--- src/rtl/acfg_pkg.sv ---
// Constants, field layout and state codes of the amplifier configuration port.
// Assumes a 25 MHz local clock and an external two-wire bus master.
package acfg_pkg;
	localparam logic [6:0] DEV_ADDR       = 7'h2A; // Arbitrary value
	localparam logic [3:0] BYTE_BITS      = 4'h8;
	localparam logic [7:0] REG_LAST_ADDR  = 8'h00;
	localparam logic [7:0] REG_INPUT_CFG  = 8'h10;
	localparam logic [7:0] REG_LEFT       = 8'h20;
	localparam logic [7:0] REG_RIGHT      = 8'h21;
	localparam logic [7:0] REG_MODULATOR  = 8'h30;
	localparam logic [7:0] REG_SOFT_RESET = 8'hFF;
	localparam logic [7:0] SOFT_RESET_VAL = 8'hFF;
	localparam int         FMT_LSB        = 0;
	localparam int         RATE_LSB       = 3;
	localparam int         RATIO_LSB      = 5;
	localparam int         CFG_ZERO_BIT   = 7;
	localparam int         GAIN_LSB       = 0;
	localparam int         SOUND_BIT      = 6;
	localparam int         HALT_BIT       = 7;
	localparam int         MOD_LSB        = 1;
	localparam logic [7:0] INPUT_CFG_RST  = 8'h08;
	localparam logic [7:0] CHAN_RST       = 8'h00;
	localparam logic [2:0] MOD_RST        = 3'h1;
	localparam logic [5:0] GAIN_MUTE_CODE = 6'h00;
	localparam logic [2:0] FMT_I2S        = 3'h0;
	localparam logic [2:0] FMT_LEFT       = 3'h1;
	localparam logic [2:0] FMT_RIGHT_LSB  = 3'h2;
	localparam logic [2:0] FMT_R24        = 3'h3;
	localparam logic [2:0] FMT_R20        = 3'h4;
	localparam logic [2:0] FMT_R18        = 3'h5;
	localparam logic [2:0] FMT_R16        = 3'h6;
	localparam int         BITCLK_PER_FS  = 64;
	localparam int         SLOT_BITS      = 32;
	localparam int         MAX_DATA_BITS  = 24;
	typedef enum logic [2:0] {
		ST_IDLE   = 3'h0,
		ST_RX     = 3'h1,
		ST_ACK    = 3'h2,
		ST_TX     = 3'h3,
		ST_RACK   = 3'h4,
		ST_IGNORE = 3'h5
	} acfg_state_t;
	typedef enum logic [1:0] {
		PH_ADDR = 2'h0,
		PH_REG  = 2'h1,
		PH_DATA = 2'h2
	} acfg_phase_t;
endpackage

--- src/rtl/acfg_pin_sync.sv ---
// Three-stage pin synchroniser with agreement filter, one per bit.
// Assumes asynchronous inputs; output follows once stages two and three agree.
`timescale 1ns/1ps
module acfg_pin_sync #(
	parameter int           W    = 1,
	parameter logic [W-1:0] INIT = '0
) (
	// Clock and reset
	input  wire logic         i_mclk,
	input  wire logic         i_rstn,
	// Pins
	input  wire logic [W-1:0] i_async,
	output logic      [W-1:0] o_sync
);
	for (genvar g = 0; g < W; g++) begin : g_bit
		logic [2:0] sh_ff;
		logic       filt_ff;
		logic [2:0] nxt_sh;
		logic       nxt_filt;
		always_comb begin
			nxt_sh   = {sh_ff[1:0], i_async[g]};
			nxt_filt = (sh_ff[1] == sh_ff[2]) ? sh_ff[2] : filt_ff;
		end
		always_ff @(posedge i_mclk) begin
			if (!i_rstn) begin
				sh_ff   <= {3{INIT[g]}};
				filt_ff <= INIT[g];
			end else begin
				sh_ff   <= nxt_sh;
				filt_ff <= nxt_filt;
			end
		end
		assign o_sync[g] = filt_ff;
	end
endmodule

--- src/rtl/acfg_reg_bank.sv ---
// Configuration register bank with soft reset and last-address capture.
// Assumes single-cycle write and access strobes from the serial port.
`timescale 1ns/1ps
module acfg_reg_bank (
	// Clock and reset
	input  wire logic       i_mclk,
	input  wire logic       i_rstn,
	// Access from serial port
	input  wire logic       i_wr,
	input  wire logic [7:0] i_addr,
	input  wire logic [7:0] i_wdata,
	input  wire logic       i_acc,
	output logic      [7:0] o_rdata,
	// Fields
	output logic      [2:0] o_fmt,
	output logic      [1:0] o_rate,
	output logic      [1:0] o_ratio,
	output logic      [7:0] o_left,
	output logic      [7:0] o_right,
	output logic      [2:0] o_mod
);
	import acfg_pkg::*;
	logic [7:0] last_ff, cfg_ff, left_ff, right_ff;
	logic [2:0] mod_ff;
	logic [7:0] nxt_last, nxt_cfg, nxt_left, nxt_right;
	logic [2:0] nxt_mod;
	always_comb begin
		nxt_last  = last_ff;
		nxt_cfg   = cfg_ff;
		nxt_left  = left_ff;
		nxt_right = right_ff;
		nxt_mod   = mod_ff;
		if (i_acc)
			nxt_last = i_addr;
		if (i_wr) begin
			case (i_addr)
				REG_INPUT_CFG: nxt_cfg = {1'b0, i_wdata[CFG_ZERO_BIT-1:0]};
				REG_LEFT:      nxt_left = i_wdata;
				REG_RIGHT:     nxt_right = i_wdata;
				REG_MODULATOR: nxt_mod = i_wdata[MOD_LSB +: 3];
				REG_SOFT_RESET: begin
					if (i_wdata == SOFT_RESET_VAL) begin
						nxt_cfg   = INPUT_CFG_RST;
						nxt_left  = CHAN_RST;
						nxt_right = CHAN_RST;
						nxt_mod   = MOD_RST;
					end
				end
				default: ;
			endcase
		end
	end
	always_ff @(posedge i_mclk) begin
		if (!i_rstn) begin
			last_ff  <= 8'h00;
			cfg_ff   <= INPUT_CFG_RST;
			left_ff  <= CHAN_RST;
			right_ff <= CHAN_RST;
			mod_ff   <= MOD_RST;
		end else begin
			last_ff  <= nxt_last;
			cfg_ff   <= nxt_cfg;
			left_ff  <= nxt_left;
			right_ff <= nxt_right;
			mod_ff   <= nxt_mod;
		end
	end
	always_comb begin
		case (i_addr)
			REG_LAST_ADDR: o_rdata = last_ff;
			REG_INPUT_CFG: o_rdata = cfg_ff;
			REG_LEFT:      o_rdata = left_ff;
			REG_RIGHT:     o_rdata = right_ff;
			REG_MODULATOR: o_rdata = {4'h0, mod_ff, 1'b1};
			default:       o_rdata = 8'h00;
		endcase
	end
	assign o_fmt   = cfg_ff[FMT_LSB +: 3];
	assign o_rate  = cfg_ff[RATE_LSB +: 2];
	assign o_ratio = cfg_ff[RATIO_LSB +: 2];
	assign o_left  = left_ff;
	assign o_right = right_ff;
	assign o_mod   = mod_ff;
endmodule

--- src/rtl/acfg_i2c_slave.sv ---
// Two-wire slave control port of the amplifier with its configuration bank.
// Assumes an external master on open-drain clock and data lines at standard speed.
`timescale 1ns/1ps
module acfg_i2c_slave (
	// Clock and reset
	input  wire logic       i_mclk,
	input  wire logic       i_rstn,
	// Serial bus
	input  wire logic       i_scl,
	input  wire logic       i_sda,
	output logic            o_sda_o,
	output logic            o_sda_oen,
	// Straps
	input  wire logic       i_combined_mode,
	input  wire logic [2:0] i_format_strap,
	// Configuration
	output logic      [2:0] o_input_format_select,
	output logic      [2:0] o_input_format_field,
	output logic      [1:0] o_sample_rate_class,
	output logic      [1:0] o_master_clock_ratio,
	output logic      [5:0] o_left_level_code,
	output logic            o_left_sound_on_n,
	output logic            o_left_output_halt,
	output logic      [5:0] o_right_level_code,
	output logic            o_right_sound_on_n,
	output logic            o_right_output_halt,
	output logic            o_idle_pulse_control,
	output logic            o_modulation_index_sel,
	output logic            o_shaper_order_sel
);
	import acfg_pkg::*;

	logic [1:0]  bus_s;
	logic [3:0]  strap_s;
	logic        scl_s, sda_s, rise, fall, start_det, stop_det;
	logic        scl_q_ff, sda_q_ff;
	acfg_state_t state_ff, nxt_state;
	acfg_phase_t phase_ff, nxt_phase;
	logic [3:0]  cnt_ff, nxt_cnt;
	logic [7:0]  shift_ff, nxt_shift;
	logic [7:0]  tx_ff, nxt_tx;
	logic [7:0]  reg_addr_ff, nxt_reg_addr;
	logic [7:0]  wdata_ff, nxt_wdata;
	logic        rw_ff, nxt_rw;
	logic        oen_ff, nxt_oen;
	logic        wr_ff, nxt_wr;
	logic        acc_ff, nxt_acc;
	logic        sda_o_ff;
	logic [2:0]  fmt_ff, nxt_fmt;
	logic [7:0]  rdata;
	logic [2:0]  reg_fmt, mod;
	logic [7:0]  left, right;

	// Pin synchronisers
	acfg_pin_sync #(
		.W    (2),
		.INIT (2'h3)
	) u_bus_sync (
		.i_mclk  (i_mclk),
		.i_rstn  (i_rstn),
		.i_async ({i_scl, i_sda}),
		.o_sync  (bus_s)
	);
	acfg_pin_sync #(
		.W    (4),
		.INIT (4'h0)
	) u_strap_sync (
		.i_mclk  (i_mclk),
		.i_rstn  (i_rstn),
		.i_async ({i_combined_mode, i_format_strap}),
		.o_sync  (strap_s)
	);

	// Register bank
	acfg_reg_bank u_bank (
		.i_mclk  (i_mclk),
		.i_rstn  (i_rstn),
		.i_wr    (wr_ff),
		.i_addr  (reg_addr_ff),
		.i_wdata (wdata_ff),
		.i_acc   (acc_ff),
		.o_rdata (rdata),
		.o_fmt   (reg_fmt),
		.o_rate  (o_sample_rate_class),
		.o_ratio (o_master_clock_ratio),
		.o_left  (left),
		.o_right (right),
		.o_mod   (mod)
	);

	// Bus events
	assign scl_s     = bus_s[1];
	assign sda_s     = bus_s[0];
	assign rise      = scl_s && !scl_q_ff;
	assign fall      = !scl_s && scl_q_ff;
	assign start_det = scl_s && scl_q_ff && sda_q_ff && !sda_s;
	assign stop_det  = scl_s && scl_q_ff && !sda_q_ff && sda_s;

	// Protocol engine
	always_comb begin
		nxt_state    = state_ff;
		nxt_phase    = phase_ff;
		nxt_cnt      = cnt_ff;
		nxt_shift    = shift_ff;
		nxt_tx       = tx_ff;
		nxt_reg_addr = reg_addr_ff;
		nxt_wdata    = wdata_ff;
		nxt_rw       = rw_ff;
		nxt_oen      = oen_ff;
		nxt_wr       = 1'b0;
		nxt_acc      = 1'b0;
		if (stop_det) begin
			nxt_state = ST_IDLE;
			nxt_oen   = 1'b1;
		end else if (start_det) begin
			nxt_state = ST_RX;
			nxt_phase = PH_ADDR;
			nxt_cnt   = 4'h0;
			nxt_oen   = 1'b1;
		end else begin
			case (state_ff)
				ST_RX: begin
					if (rise) begin
						nxt_shift = {shift_ff[6:0], sda_s};
						nxt_cnt   = cnt_ff + 4'h1;
					end else if (fall && cnt_ff == BYTE_BITS) begin
						nxt_cnt = 4'h0;
						case (phase_ff)
							PH_ADDR: begin
								if (shift_ff[7:1] == DEV_ADDR) begin
									nxt_rw    = shift_ff[0];
									nxt_phase = PH_REG;
									nxt_oen   = 1'b0;
									nxt_state = ST_ACK;
								end else begin
									nxt_state = ST_IGNORE;
								end
							end
							PH_REG: begin
								nxt_reg_addr = shift_ff;
								nxt_phase    = PH_DATA;
								nxt_oen      = 1'b0;
								nxt_state    = ST_ACK;
							end
							default: begin
								nxt_wr    = 1'b1;
								nxt_acc   = 1'b1;
								nxt_wdata = shift_ff;
								nxt_oen   = 1'b0;
								nxt_state = ST_ACK;
							end
						endcase
					end
				end
				ST_ACK: begin
					if (fall) begin
						if (rw_ff) begin
							nxt_tx    = rdata;
							nxt_oen   = rdata[7];
							nxt_acc   = 1'b1;
							nxt_cnt   = 4'h1;
							nxt_state = ST_TX;
						end else begin
							nxt_oen   = 1'b1;
							nxt_cnt   = 4'h0;
							nxt_state = ST_RX;
						end
					end
				end
				ST_TX: begin
					if (fall) begin
						if (cnt_ff == BYTE_BITS) begin
							nxt_oen   = 1'b1;
							nxt_state = ST_RACK;
						end else begin
							nxt_tx  = {tx_ff[6:0], 1'b0};
							nxt_oen = tx_ff[6];
							nxt_cnt = cnt_ff + 4'h1;
						end
					end
				end
				ST_RACK: begin
					if (rise)
						nxt_state = sda_s ? ST_IGNORE : ST_ACK;
				end
				default: ;
			endcase
		end
	end

	// Format source select
	always_comb begin
		if (strap_s[3] && strap_s[2:0] == FMT_I2S)
			nxt_fmt = reg_fmt;
		else
			nxt_fmt = strap_s[2:0];
	end

	always_ff @(posedge i_mclk) begin
		if (!i_rstn) begin
			scl_q_ff    <= 1'b1;
			sda_q_ff    <= 1'b1;
			state_ff    <= ST_IDLE;
			phase_ff    <= PH_ADDR;
			cnt_ff      <= 4'h0;
			shift_ff    <= 8'h00;
			tx_ff       <= 8'h00;
			reg_addr_ff <= 8'h00;
			wdata_ff    <= 8'h00;
			rw_ff       <= 1'b0;
			oen_ff      <= 1'b1;
			wr_ff       <= 1'b0;
			acc_ff      <= 1'b0;
			sda_o_ff    <= 1'b0;
			fmt_ff      <= FMT_I2S;
		end else begin
			scl_q_ff    <= scl_s;
			sda_q_ff    <= sda_s;
			state_ff    <= nxt_state;
			phase_ff    <= nxt_phase;
			cnt_ff      <= nxt_cnt;
			shift_ff    <= nxt_shift;
			tx_ff       <= nxt_tx;
			reg_addr_ff <= nxt_reg_addr;
			wdata_ff    <= nxt_wdata;
			rw_ff       <= nxt_rw;
			oen_ff      <= nxt_oen;
			wr_ff       <= nxt_wr;
			acc_ff      <= nxt_acc;
			sda_o_ff    <= 1'b0;
			fmt_ff      <= nxt_fmt;
		end
	end

	// Outputs
	assign o_sda_o                = sda_o_ff;
	assign o_sda_oen              = oen_ff;
	assign o_input_format_select  = fmt_ff;
	assign o_input_format_field   = reg_fmt;
	assign o_left_level_code      = left[GAIN_LSB +: 6];
	assign o_left_sound_on_n      = left[SOUND_BIT];
	assign o_left_output_halt     = left[HALT_BIT];
	assign o_right_level_code     = right[GAIN_LSB +: 6];
	assign o_right_sound_on_n     = right[SOUND_BIT];
	assign o_right_output_halt    = right[HALT_BIT];
	assign o_idle_pulse_control   = mod[0];
	assign o_modulation_index_sel = mod[1];
	assign o_shaper_order_sel     = mod[2];
endmodule

--- config.mk ---
export PLATFORM = sky130hd
export DESIGN_NAME = acfg_i2c_slave
export DESIGN_NICKNAME = d
export VERILOG_FILES = /design/src/rtl/acfg_pkg.sv /design/src/rtl/acfg_pin_sync.sv /design/src/rtl/acfg_reg_bank.sv /design/src/rtl/acfg_i2c_slave.sv
export SDC_FILE = /design/constraint.sdc
export NUM_CORES = 1
export LEC_CHECK = 0
export ABC_CLOCK_PERIOD_IN_PS = 3000
export BUFFER_PORTS_ARGS = -buffer_cell sky130_fd_sc_hd__buf_2
export CAP_MARGIN = 30
export CORE_MARGIN = 1
export CORE_UTILIZATION = 55
export CTS_CLUSTER_SIZE = 25
export DETAILED_ROUTE_END_ITERATION = 16
export GPL_ROUTABILITY_DRIVEN = 0
export HOLD_SLACK_MARGIN = 0.05
export MAX_ROUTING_LAYER = met4
export PLACE_DENSITY = 0.84
export SYNTH_ARGS = -nofsm -noshare
export SYNTH_HDL_FRONTEND = slang
export SYNTH_SLANG_ARGS = --single-unit
--- constraint.sdc ---
create_clock -name i_mclk -period 3 [get_ports i_mclk]
set_clock_uncertainty 0.2 [all_clocks]
set_input_delay 0.6 -clock i_mclk [delete_from_list [all_inputs] [get_ports i_mclk]]
set_output_delay 0.6 -clock i_mclk [all_outputs]
set_load 0.05 [all_outputs]
; ---- Word level (Yosys, flattened, before mapping)
; Cells that the tools add are included.
[word_totals]
register_bits = 108
[classes]
n_addsub = 1
eq_ne = 39
n_mux = 55
bitwise_logic = 6
n_reduce_logical = 46
[op_table]
columns = op, count
row1 = $pmux 8 s2, 3
row2 = $pmux 8 s5, 1
row3 = $mux 3, 11
row4 = $reduce_and 6->1, 5
row5 = $mux 7, 4
row6 = $reduce_and 7->1, 4
row7 = $ne 3x3->1 const B, 9
row8 = $eq 8x6->1 const B, 3
row9 = $mux 4, 6
row10 = $eq 8x8->1 const B, 2
row11 = $mux 8, 2
row12 = $ne 2x2->1 const B, 8
row13 = $mux 1, 15
row14 = $pmux 7 s2, 1
row15 = $reduce_bool 2->1, 7
row16 = $mux 2, 6
row17 = $pmux 3 s4, 1
row18 = $pmux 4 s3, 1
row19 = $reduce_and 3->1, 4
row20 = $logic_and 1x1->1, 9
row21 = $eq 8x5->1 const B, 1
row22 = $logic_not 8->1, 1
row23 = $reduce_bool 4->1, 2
row24 = $eq 7x6->1 const B, 1
row25 = other kinds (23), 40

; ---- Depth between registers and ports, before layout
; Gate-level depths: netlist of run 1.
[logic_depth]
ltp_word = 7
depth_mapped = 8
depth_no_buf = 7

; ---- Modules after synthesis
; Synthesis of run 1 repeated with hierarchy kept, for this count alone.
[unflattened]
hier_cells = 549
area_unflattened_um2 = 5022.3
[modules_own_cells]
columns = mod, instances, cells_per_inst, area_each_um2, seq_area_each_um2
row1 = acfg_i2c_slave, 1, 281, 2458.6, 980.9
row2 = acfg_reg_bank, 1, 201, 1811.7, 680.7
row3 = acfg_pin_sync (u_strap_sync), 1, 45, 511.7, 320.3
row4 = acfg_pin_sync (u_bus_sync), 1, 22, 240.2, 160.2

; ---- Least setup slack after synthesis of run 1
; Ideal clock, no wire load.
[synth_timing]
path_type = register to register
start = register reg_addr_ff[2]
end = register u_bank.left_ff[4], in the netlist u_bank.o_left[4]
setup_time_ps = 117
arrival_time_ps = 1743
required_ps = 2683
setup_slack_ps = 940
stages_incl_launch_ff = 7
path_buffers = 1
path_cell_list = dfxtp_1 > or4_1 > buf_2 > nor4_1 > o211ai_2 > mux2i_1 > nor2b_1
[synth_between]
elab_chain_cells = 3
word_cells_on_any_way = 6
[synth_rtl]
columns = item, line_no
row1 = from (decl), acfg_i2c_slave.sv:42  ; logic [7:0] reg_addr_ff, nxt_reg_addr;
row2 = from (signal assigned), acfg_i2c_slave.sv:224  ; reg_addr_ff <= nxt_reg_addr;
row3 = $eq 8x8->1 or $eq 8x6->1 (tied branches), acfg_reg_bank.sv:36  ; case (i_addr)
row4 = $ne 2x1->1 (no line) or $reduce_bool 2->1 (tied branches), --
row5 = $reduce_and 3->1 (no line), --
row6 = to (signal assigned), acfg_reg_bank.sv:63  ; left_ff <= nxt_left;
row7 = to (decl), acfg_reg_bank.sv:23  ; logic [7:0] last_ff, cfg_ff, left_ff, right_ff;
; Parallel ways exist; a longest one is shown, timed or not.
; A chain may end at the register's enable or synchronous reset.

; ---- Worst setup path in the final report of run 1
[layout_timing]
start = register state_ff[0]
end = register cnt_ff[3]
[layout_between]
elab_chain_cells = 3
word_cells_on_any_way = 11
[layout_rtl]
columns = item, line_no
row1 = from (decl), acfg_i2c_slave.sv:37  ; acfg_state_t state_ff, nxt_state;
row2 = from (signal assigned), acfg_i2c_slave.sv:219  ; state_ff <= nxt_state;
row3 = $eq 3x1->1 or $eq 3x2->1 (tied branches), acfg_i2c_slave.sv:121  ; case (state_ff)
row4 = $ne 4x4->1 (no line) (tied with other cells), --
row5 = $reduce_and 6->1 (no line) or $mux 4 (tied branches), --
row6 = to (signal assigned), acfg_i2c_slave.sv:221  ; cnt_ff <= nxt_cnt;
row7 = to (decl), acfg_i2c_slave.sv:39  ; logic [3:0] cnt_ff, nxt_cnt;
; Parallel ways exist; a longest one is shown, timed or not.

==> impl_results.md, run 1 <==
* Max cap viols at 0
* Cts bufs inserted at 9
* Ant diodes at 0
* Bufs on Longest Clock Path at 2
* Flop2flop setup slack at 0.53 ns
* Count of state elements after synthesis at about 110
* Final hold vios at 0
* Post-CTS Resized at 0
* H-tree depth at 3
* Worst EP required at 3.12 ns
* # IOs at 39
* Final period utilization at 0.825
* Synth Cell Area at 4730 um^2
* Initial DRC count at about 200
* Reg area at between 2000 and 2500 um^2
* CP Data Arrival Time at ~2.6 ns
* CTS Root Cell: clkbuf_8
* Critical path's slowest cell: dfxtp_1
* Share of synthesized area occupied by flip-flops and latches at 0.453
* Setup CP Type: flip-flop to flip-flop
* Library cells used by synthesis at 54
* Worst R2R Start: state_ff[0]$_SDFFE_PP0P_
* Critical path startpoint category: flip-flop
* Min Tclk post-route at around 2.5 ns
* Cell leakage power at approximately 2.1 nW
* Die extent in x at ~95 um
* Final ANT Viol Nets at 0
* Hold crit path type: primary input to flip-flop
* Cts hold-fix bufs at 0
* Vias in the first global route at around 3400
* Post-synth EDFFs at 0
* PD cells at approximately 460 nW/um^2
* Post-Route WL at 10100 um
* Hold wc startpoint: i_sda
* Initial Util at 0.573
* TNS Setup at 0 ns
* Worst IR Drop VDD at 0.298 mV
* Hold WS at about 0.20 ns
* Worst-case reg-to-reg path depth at 5
* Final net count at 514
* Critical path, cell by cell: nand4b_1 -> nor4_1 -> a211oi_1 -> or4_1 -> a21oi_1
* Place WS at a little over 0.6 ns
* Status: finished, final reports clean
* CP Max Fanout at 15
* Cells after Synth at a little under 500
* Unrepaired setup endpoints after global routing: no
* Rows at 33
* Grt total ovfl at 0
* Core ar. at approximately 8300 um^2
* Share of async-settable or async-resettable flops after synthesis at 0
* PnR worst setup slack at roughly 0.53 ns
* Largest net degree at the start of global routing at just under 80
* Crit-path leading delay family: simple AND/OR/NAND/NOR gates
* Post-DP HPWL at roughly 7000 um
* Rel. slew slack at 0.470
* Detailed-route wire length per cell at approximately 16 um
* Die height at between 90 and 100 um
* Synth Net Count at slightly below 500
* Post-CTS Setup Bufs at 0
* DRT Pass-1 Iters at 4
* Buf/Inv on CP at 0
* Critical Path Stages at 5
* Slew @ Worst Pin at a little under 0.8 ns
* Max Fclk at about 400 MHz
* Port bufs at 37
* Clock-pin transition on the worst setup and hold timing paths at ~0.12 ns
* Final Setup Violations at 0
* CTS tree: built
* Final slew viol count at 0
* Hold Crit Endpoint: u_bus_sync.g_bit[0].sh_ff[0]$_SDFF_PN1_
* Die area at 8970 um^2
* Synth Warn # at 0
* Share of cells above drive strength 1 at 0.141
* CP max stage delay at between 0.6 and 0.7 ns
* Sink Count at 107
* DRC at 0
* Worst flop-to-flop path endpoint: cnt_ff[3]$_SDFFE_PN0P_
* Element type at the critical path end: flip-flop
* Hold path depth at 2
* Vias at ~3500
* Initial antenna violation count at 0
* First-pass GRT wire length at roughly 16000 um
* Syn avg cell area at roughly 9.8 um^2
* Latest clock arrival within the worst-skew pair at 0.38 ns
* Multi-input logic area at approximately 2400 um^2
* Most used DFF post-synth: dfxtp_1
* Aggregate global-route resource usage at 0.243
* Fill cells at approximately 680
* Syn-to-layout area delta at 9.95%
* Vias per inst at roughly 5.7
## worst max path at each step
stage | slack, ns | start | endpoint
after floorplan | 0.94 | reg_addr_ff[2]$_SDFFE_PN0P_ | u_bank.o_left[4]$_SDFFE_PN0P_
after global placement | 0.71 | state_ff[0]$_SDFFE_PP0P_ | cnt_ff[3]$_SDFFE_PN0P_
after detailed placement | 0.61 | state_ff[0]$_SDFFE_PP0P_ | cnt_ff[3]$_SDFFE_PN0P_
after CTS | 0.56 | state_ff[0]$_SDFFE_PP0P_ | cnt_ff[3]$_SDFFE_PN0P_
after global routing | 0.42 | state_ff[0]$_SDFFE_PP0P_ | cnt_ff[3]$_SDFFE_PN0P_
final | 0.53 | state_ff[0]$_SDFFE_PP0P_ | cnt_ff[3]$_SDFFE_PN0P_
## worst reg2reg max path: stages, from the launching register on
cell and delay [ns]:
dfxtp_1 0.66, nand4b_1 0.34, nor4_1 0.33, a211oi_1 0.20, or4_1 0.54, a21oi_1 0.15
## metal layers
metal	wire length, um	vias up	global-route usage	share of wire
met3	417	13	0.0556	0.041
li1	-	1743	-	-
met1	4770	1689	0.315	0.47
met4	104	0	0.0694	0.010
met5	0	-	-	0
met2	4810	79	0.381	0.48
## power breakdown
group / internal (W) / total, W / leakage, nW / switching (W)
Sequential: 0.00143 / 0.00143 / 0.865 / 0.00000416
Combinational: 0.0000230 / 0.0000479 / 1.14 / 0.0000249
Clock: 0.000347 / 0.000929 / 0.110 / 0.000581
Total: 0.00180 / 0.00241 / 2.12 / 0.000610
## cell usage after synthesis, types with 2 or more instances
cell	n	share of area
mux2i_1	63	0.13
o22ai_1	2	0.0026
nand4_1	2	0.0026
clkbuf_1	23	0.018
nor2_1	11	0.0087
or4_1	2	0.0032
nor4bb_1	4	0.0085
a311oi_1	4	0.0074
o21ai_0	21	0.022
nand2b_1	15	0.020
o211ai_2	3	0.0079
and3b_1	2	0.0037
a21oi_1	21	0.022
and4_1	3	0.0056
nand2_1	22	0.017
dfxtp_1	107	0.45
a22oi_1	3	0.0048
a211oi_1	3	0.0048
inv_1	4	0.0032
o211ai_1	2	0.0032
nor3b_1	3	0.0048
and2_1	13	0.017
nor3_1	10	0.011
o32ai_1	2	0.0037
nor4_1	5	0.0066
nand3_1	3	0.0032
nand3b_1	2	0.0032
a211o_1	2	0.0037
nor2b_1	74	0.098
ha_1	2	0.0053
o21a_1	3	0.0048
a2bb2oi_1	4	0.0074
o31ai_1	2	0.0032
a21boi_0	7	0.011
buf_2	8	0.0085
mux4_2	3	0.014
o2bb2ai_1	4	0.0074
## through the flow
step	area [um^2]	instances	utilization	power, W
finish	5200	614	0.630	0.00241
global route	5200	614	0.630	0.00248
CTS	5200	614	0.630	0.00243
detailed placement	4980	598	0.603	0.00151
global placement	4980	598	0.603	0.00151
floorplan	4730	481	-	0.00150
## registers in the layout (all words and copies together) (netlist names), 2 cells and up
signal                      count
cnt_ff                          4
o_input_format_select           3
phase_ff                        2
reg_addr_ff                     8
shift_ff                        8
state_ff                        3
tx_ff                           7
u_bank.cfg_ff                   7
u_bank.last_ff                  8
u_bank.o_left                   8
u_bank.o_mod                    3
u_bank.o_right                  8
u_bus_sync.g_bit.filt_ff        2
u_bus_sync.g_bit.sh_ff          6
u_strap_sync.g_bit.filt_ff      4
u_strap_sync.g_bit.sh_ff       12
wdata_ff                        8
## area by class of cell
class	instances	area share
clock buffer	9	0.0238
clock inverter	7	0.0190
inverter	4	0.00289
multi-input combinational	338	0.469
sequential	107	0.412
tap	105	0.0253
timing repair buffer	44	0.0481
## cells in the final DEF (no fill, tap or decap), drive strengths merged, types with 5 or more instances in the layout
| cell | instances |
|---|---|
| a21oi | 21 |
| nor4 | 6 |
| clkbuf | 9 |
| nor2 | 11 |
| o211ai | 5 |
| and2 | 13 |
| nand2b | 15 |
| dfxtp | 107 |
| a21boi | 7 |
| nand2 | 22 |
| nor3 | 10 |
| inv | 7 |
| buf | 44 |
| mux2i | 63 |
| o21ai | 21 |
| nor2b | 74 |
## cells by family (layout without fill, tap and decap cells)
kind of cell               after synthesis  in the layout  share of synthesized area
xor gates and xnor gates                 1              1                    0.00185
AOI/OAI and AO/OA                       87             87                      0.124
and+or+nand+nor                        180            180                      0.234
adders and majority gates                2              2                    0.00529
buffers and inverters                   36             64                     0.0315
other                                    1              1                   0.000793
DFF                                    107            107                      0.453
muxes                                   67             67                      0.150
No activity file was read; power rests on OpenSTA's default activity.
==> run 2, diff against run 1 <==
Settings changed: ABC_CLOCK_PERIOD_IN_PS 3000 to 2190, CORE_UTILIZATION 55 to 54, PLACE_DENSITY 0.84 to 0.86.
Clock period 3 ns to 2.19 ns, I/O delays scaled along.
==> impl_results.md, run 2 (synthesized netlist as in run 1, its figures left out) <==
* Status: finished, final reports clean (unchanged)
* Biggest register: u_strap_sync.g_bit.sh_ff (unchanged)
* Syn-to-layout area delta at 16.0% (was 9.95%)
* Worst-case reg-to-reg path depth at 5 (unchanged)
* Pwr Total at 0.00329 W (was 0.00241 W)
* Min Tclk post-route at 2.13 ns (was 2.47 ns)
* Hold WS at 0.216 ns (was 0.199 ns)
* Worst flop-to-flop path endpoint: o_sda_oen$_SDFFE_PP1P_ (was cnt_ff[3]$_SDFFE_PN0P_)
* Hold wc startpoint: u_bus_sync.g_bit[0].sh_ff[0]$_SDFF_PN1_ (was i_sda)
* Hold crit path type: flip-flop to flip-flop (was primary input to flip-flop)
* Initial antenna violation count at 0 (unchanged)
* Cts bufs inserted at 9 (unchanged)
* CTS Root Cell: clkbuf_8 (unchanged)
* Rel. slew slack at 0.478 (was 0.470)
* Final net count at 542 (was 514)
* Final Setup Violations at 0 (unchanged)
* Final period utilization at 0.974 (was 0.825)
* Element type at the critical path end: flip-flop (unchanged)
* Port bufs at 37 (unchanged)
* Aggregate global-route resource usage at 0.256 (was 0.243)
* Initial Util at 0.567 (was 0.573)
* Fill cells at 657 (was 675)
* Bufs on Longest Clock Path at 2 (unchanged)
* Max cap viols at 0 (unchanged)
* PD cells at 600 nW/um^2 (was 464 nW/um^2)
* DRT Pass-1 Iters at 5 (was 4)
* Final ANT Viol Nets at 0 (unchanged)
* Largest net degree at the start of global routing at 75 (was 78)
* CP Data Arrival Time at 2.27 ns (was 2.59 ns)
* Hold path depth at 1 (was 2)
* Max reg flops at 12 (unchanged)
* Dpl cells at 617 (was 598)
* Die height at 95.6 um (was 94.7 um)
* Most frequent cells in the layout: dfxtp_1 (104), nor2b_1 (74), mux2i_1 (63) (was dfxtp_1 (107), nor2b_1 (74), mux2i_1 (63))
* Post-DP HPWL at 7300 um (was 6970 um)
* Ant diodes at 0 (unchanged)
* Hold Crit Endpoint: u_bus_sync.g_bit[0].sh_ff[1]$_SDFF_PN1_ (was u_bus_sync.g_bit[0].sh_ff[0]$_SDFF_PN1_)
* Worst EP required at 2.33 ns (was 3.12 ns)
* Slew @ Worst Pin at 0.775 ns (was 0.790 ns)
* Final slew viol count at 0 (unchanged)
* Cell leakage power at 2.25 nW (was 2.12 nW)
* Worst R2R Start: shift_ff[6]$_SDFFE_PN0P_ (was state_ff[0]$_SDFFE_PP0P_)
* Final hold vios at 0 (unchanged)
* Detailed-route wire length per cell at 17.0 um (was 16.5 um)
* Die area at 9140 um^2 (was 8970 um^2)
* Commonest non-fill, non-tap cell in the layout: dfxtp_1 (unchanged)
* Sink Count at 107 (unchanged)
* DRC at 0 (unchanged)
* Share of cells above drive strength 1 at 0.201 (was 0.141)
* Critical path startpoint category: flip-flop (unchanged)
* CP Max Fanout at 5 (was 15)
* Setup CP Type: flip-flop to flip-flop (unchanged)
* Vias at 3715 (was 3524)
* Max Fclk at 469 MHz (was 404 MHz)
* Grt total ovfl at 0 (unchanged)
* Latest clock arrival within the worst-skew pair at 0.38 ns (about the same)
* TNS Setup at 0 ns (unchanged)
* First-pass GRT wire length at 17300 um (was 16400 um)
* Worst IR Drop VDD at 0.316 mV (was 0.298 mV)
* Core ar. at 8340 um^2 (was 8260 um^2)
* Post-Route WL at 10900 um (was 10100 um)
* Rows at 33 (unchanged)
* H-tree depth at 3 (unchanged)
* CTS tree: built (unchanged)
* Vias per inst at 5.79 (was 5.74)
* Number of non-filler instances in the completed layout at 642 (was 614)
* Clock-pin transition on the worst setup and hold timing paths at 0.11 ns (was 0.12 ns)
* Flop2flop setup slack at 0.06 ns (was 0.53 ns)
* # IOs at 39 (unchanged)
* Initial DRC count at 211 (was 199)
* Die extent in x at 95.6 um (was 94.7 um)
* Vias in the first global route at 3500 (was 3370)
## run 2: final cells by class
cell class | instances | area, um^2 | share of cell area
Clock buffer | 9 | 124 | 0.0226
Clock inverter | 7 | 88.8 | 0.0162
Inverter | 4 | 15.0 | 0.00274
Multi-Input combinational cell | 338 | 2500 | 0.457
Sequential cell | 107 | 2150 | 0.391
Tap cell | 105 | 131 | 0.0240
Timing Repair Buffer | 72 | 475 | 0.0867
## run 2: critical path, cell delays in order (launching register included)
cell and delay, ns:
dfxtp_1 0.43, nor4bb_1 0.47, a211oi_2 0.23, o31a_1 0.31, nor4_1 0.30, a211o_1 0.14
## run 2: worst max path at each step
stage                                startpoint                             to  slack, ns
finish                 shift_ff[6]$_SDFFE_PN0P_         o_sda_oen$_SDFFE_PP1P_       0.06
global route           shift_ff[6]$_SDFFE_PN0P_       state_ff[1]$_SDFFE_PP0P_      -0.05
CTS                 reg_addr_ff[3]$_SDFFE_PN0P_  u_bank.o_left[2]$_SDFFE_PN0P_      0.001
detailed placement  reg_addr_ff[3]$_SDFFE_PN0P_  u_bank.o_left[2]$_SDFFE_PN0P_      -0.07
global placement    reg_addr_ff[3]$_SDFFE_PN0P_  u_bank.o_left[3]$_SDFFE_PN0P_       0.01
floorplan           reg_addr_ff[2]$_SDFFE_PN0P_  u_bank.o_left[4]$_SDFFE_PN0P_       0.13
## run 2: power by group
group | total [W] | internal, W | switching (W)
registers | 0.00196 | 0.00196 | 0.00000526
clock network | 0.00125 | 0.000470 | 0.000782
logic | 0.0000748 | 0.0000388 | 0.0000360
total | 0.00329 | 0.00247 | 0.000823
## run 2: per-layer routing
| metal | vias up | GRT usage | wire (um) |
|---|---|---|---|
| met5 | - | - | 0 |
| met4 | 0 | 0.0846 | 188 |
| met3 | 23 | 0.0494 | 576 |
| met2 | 120 | 0.426 | 5390 |
| met1 | 1771 | 0.311 | 4730 |
| li1 | 1801 | - | - |
## run 2: repair_timing
item                       CTS  global route
setup endpoints to repair   17            23
hold endpoints to repair     6             0
gates resized for setup      5            12
hold buffers                 6             0
buffers inserted             2             1
pin swaps                    1             0
## run 2: through the flow
| stage | utilization | setup WS (ns) | cell area (um^2) |
|---|---|---|---|
| global placement | 0.614 | 0.0145 | 5120 |
| global route | 0.658 | -0.0486 | 5480 |
| CTS | 0.652 | 0.00143 | 5440 |
| detailed placement | 0.614 | -0.0723 | 5120 |
| finish | 0.658 | 0.0577 | 5480 |
| floorplan | - | 0.130 | 4730 |
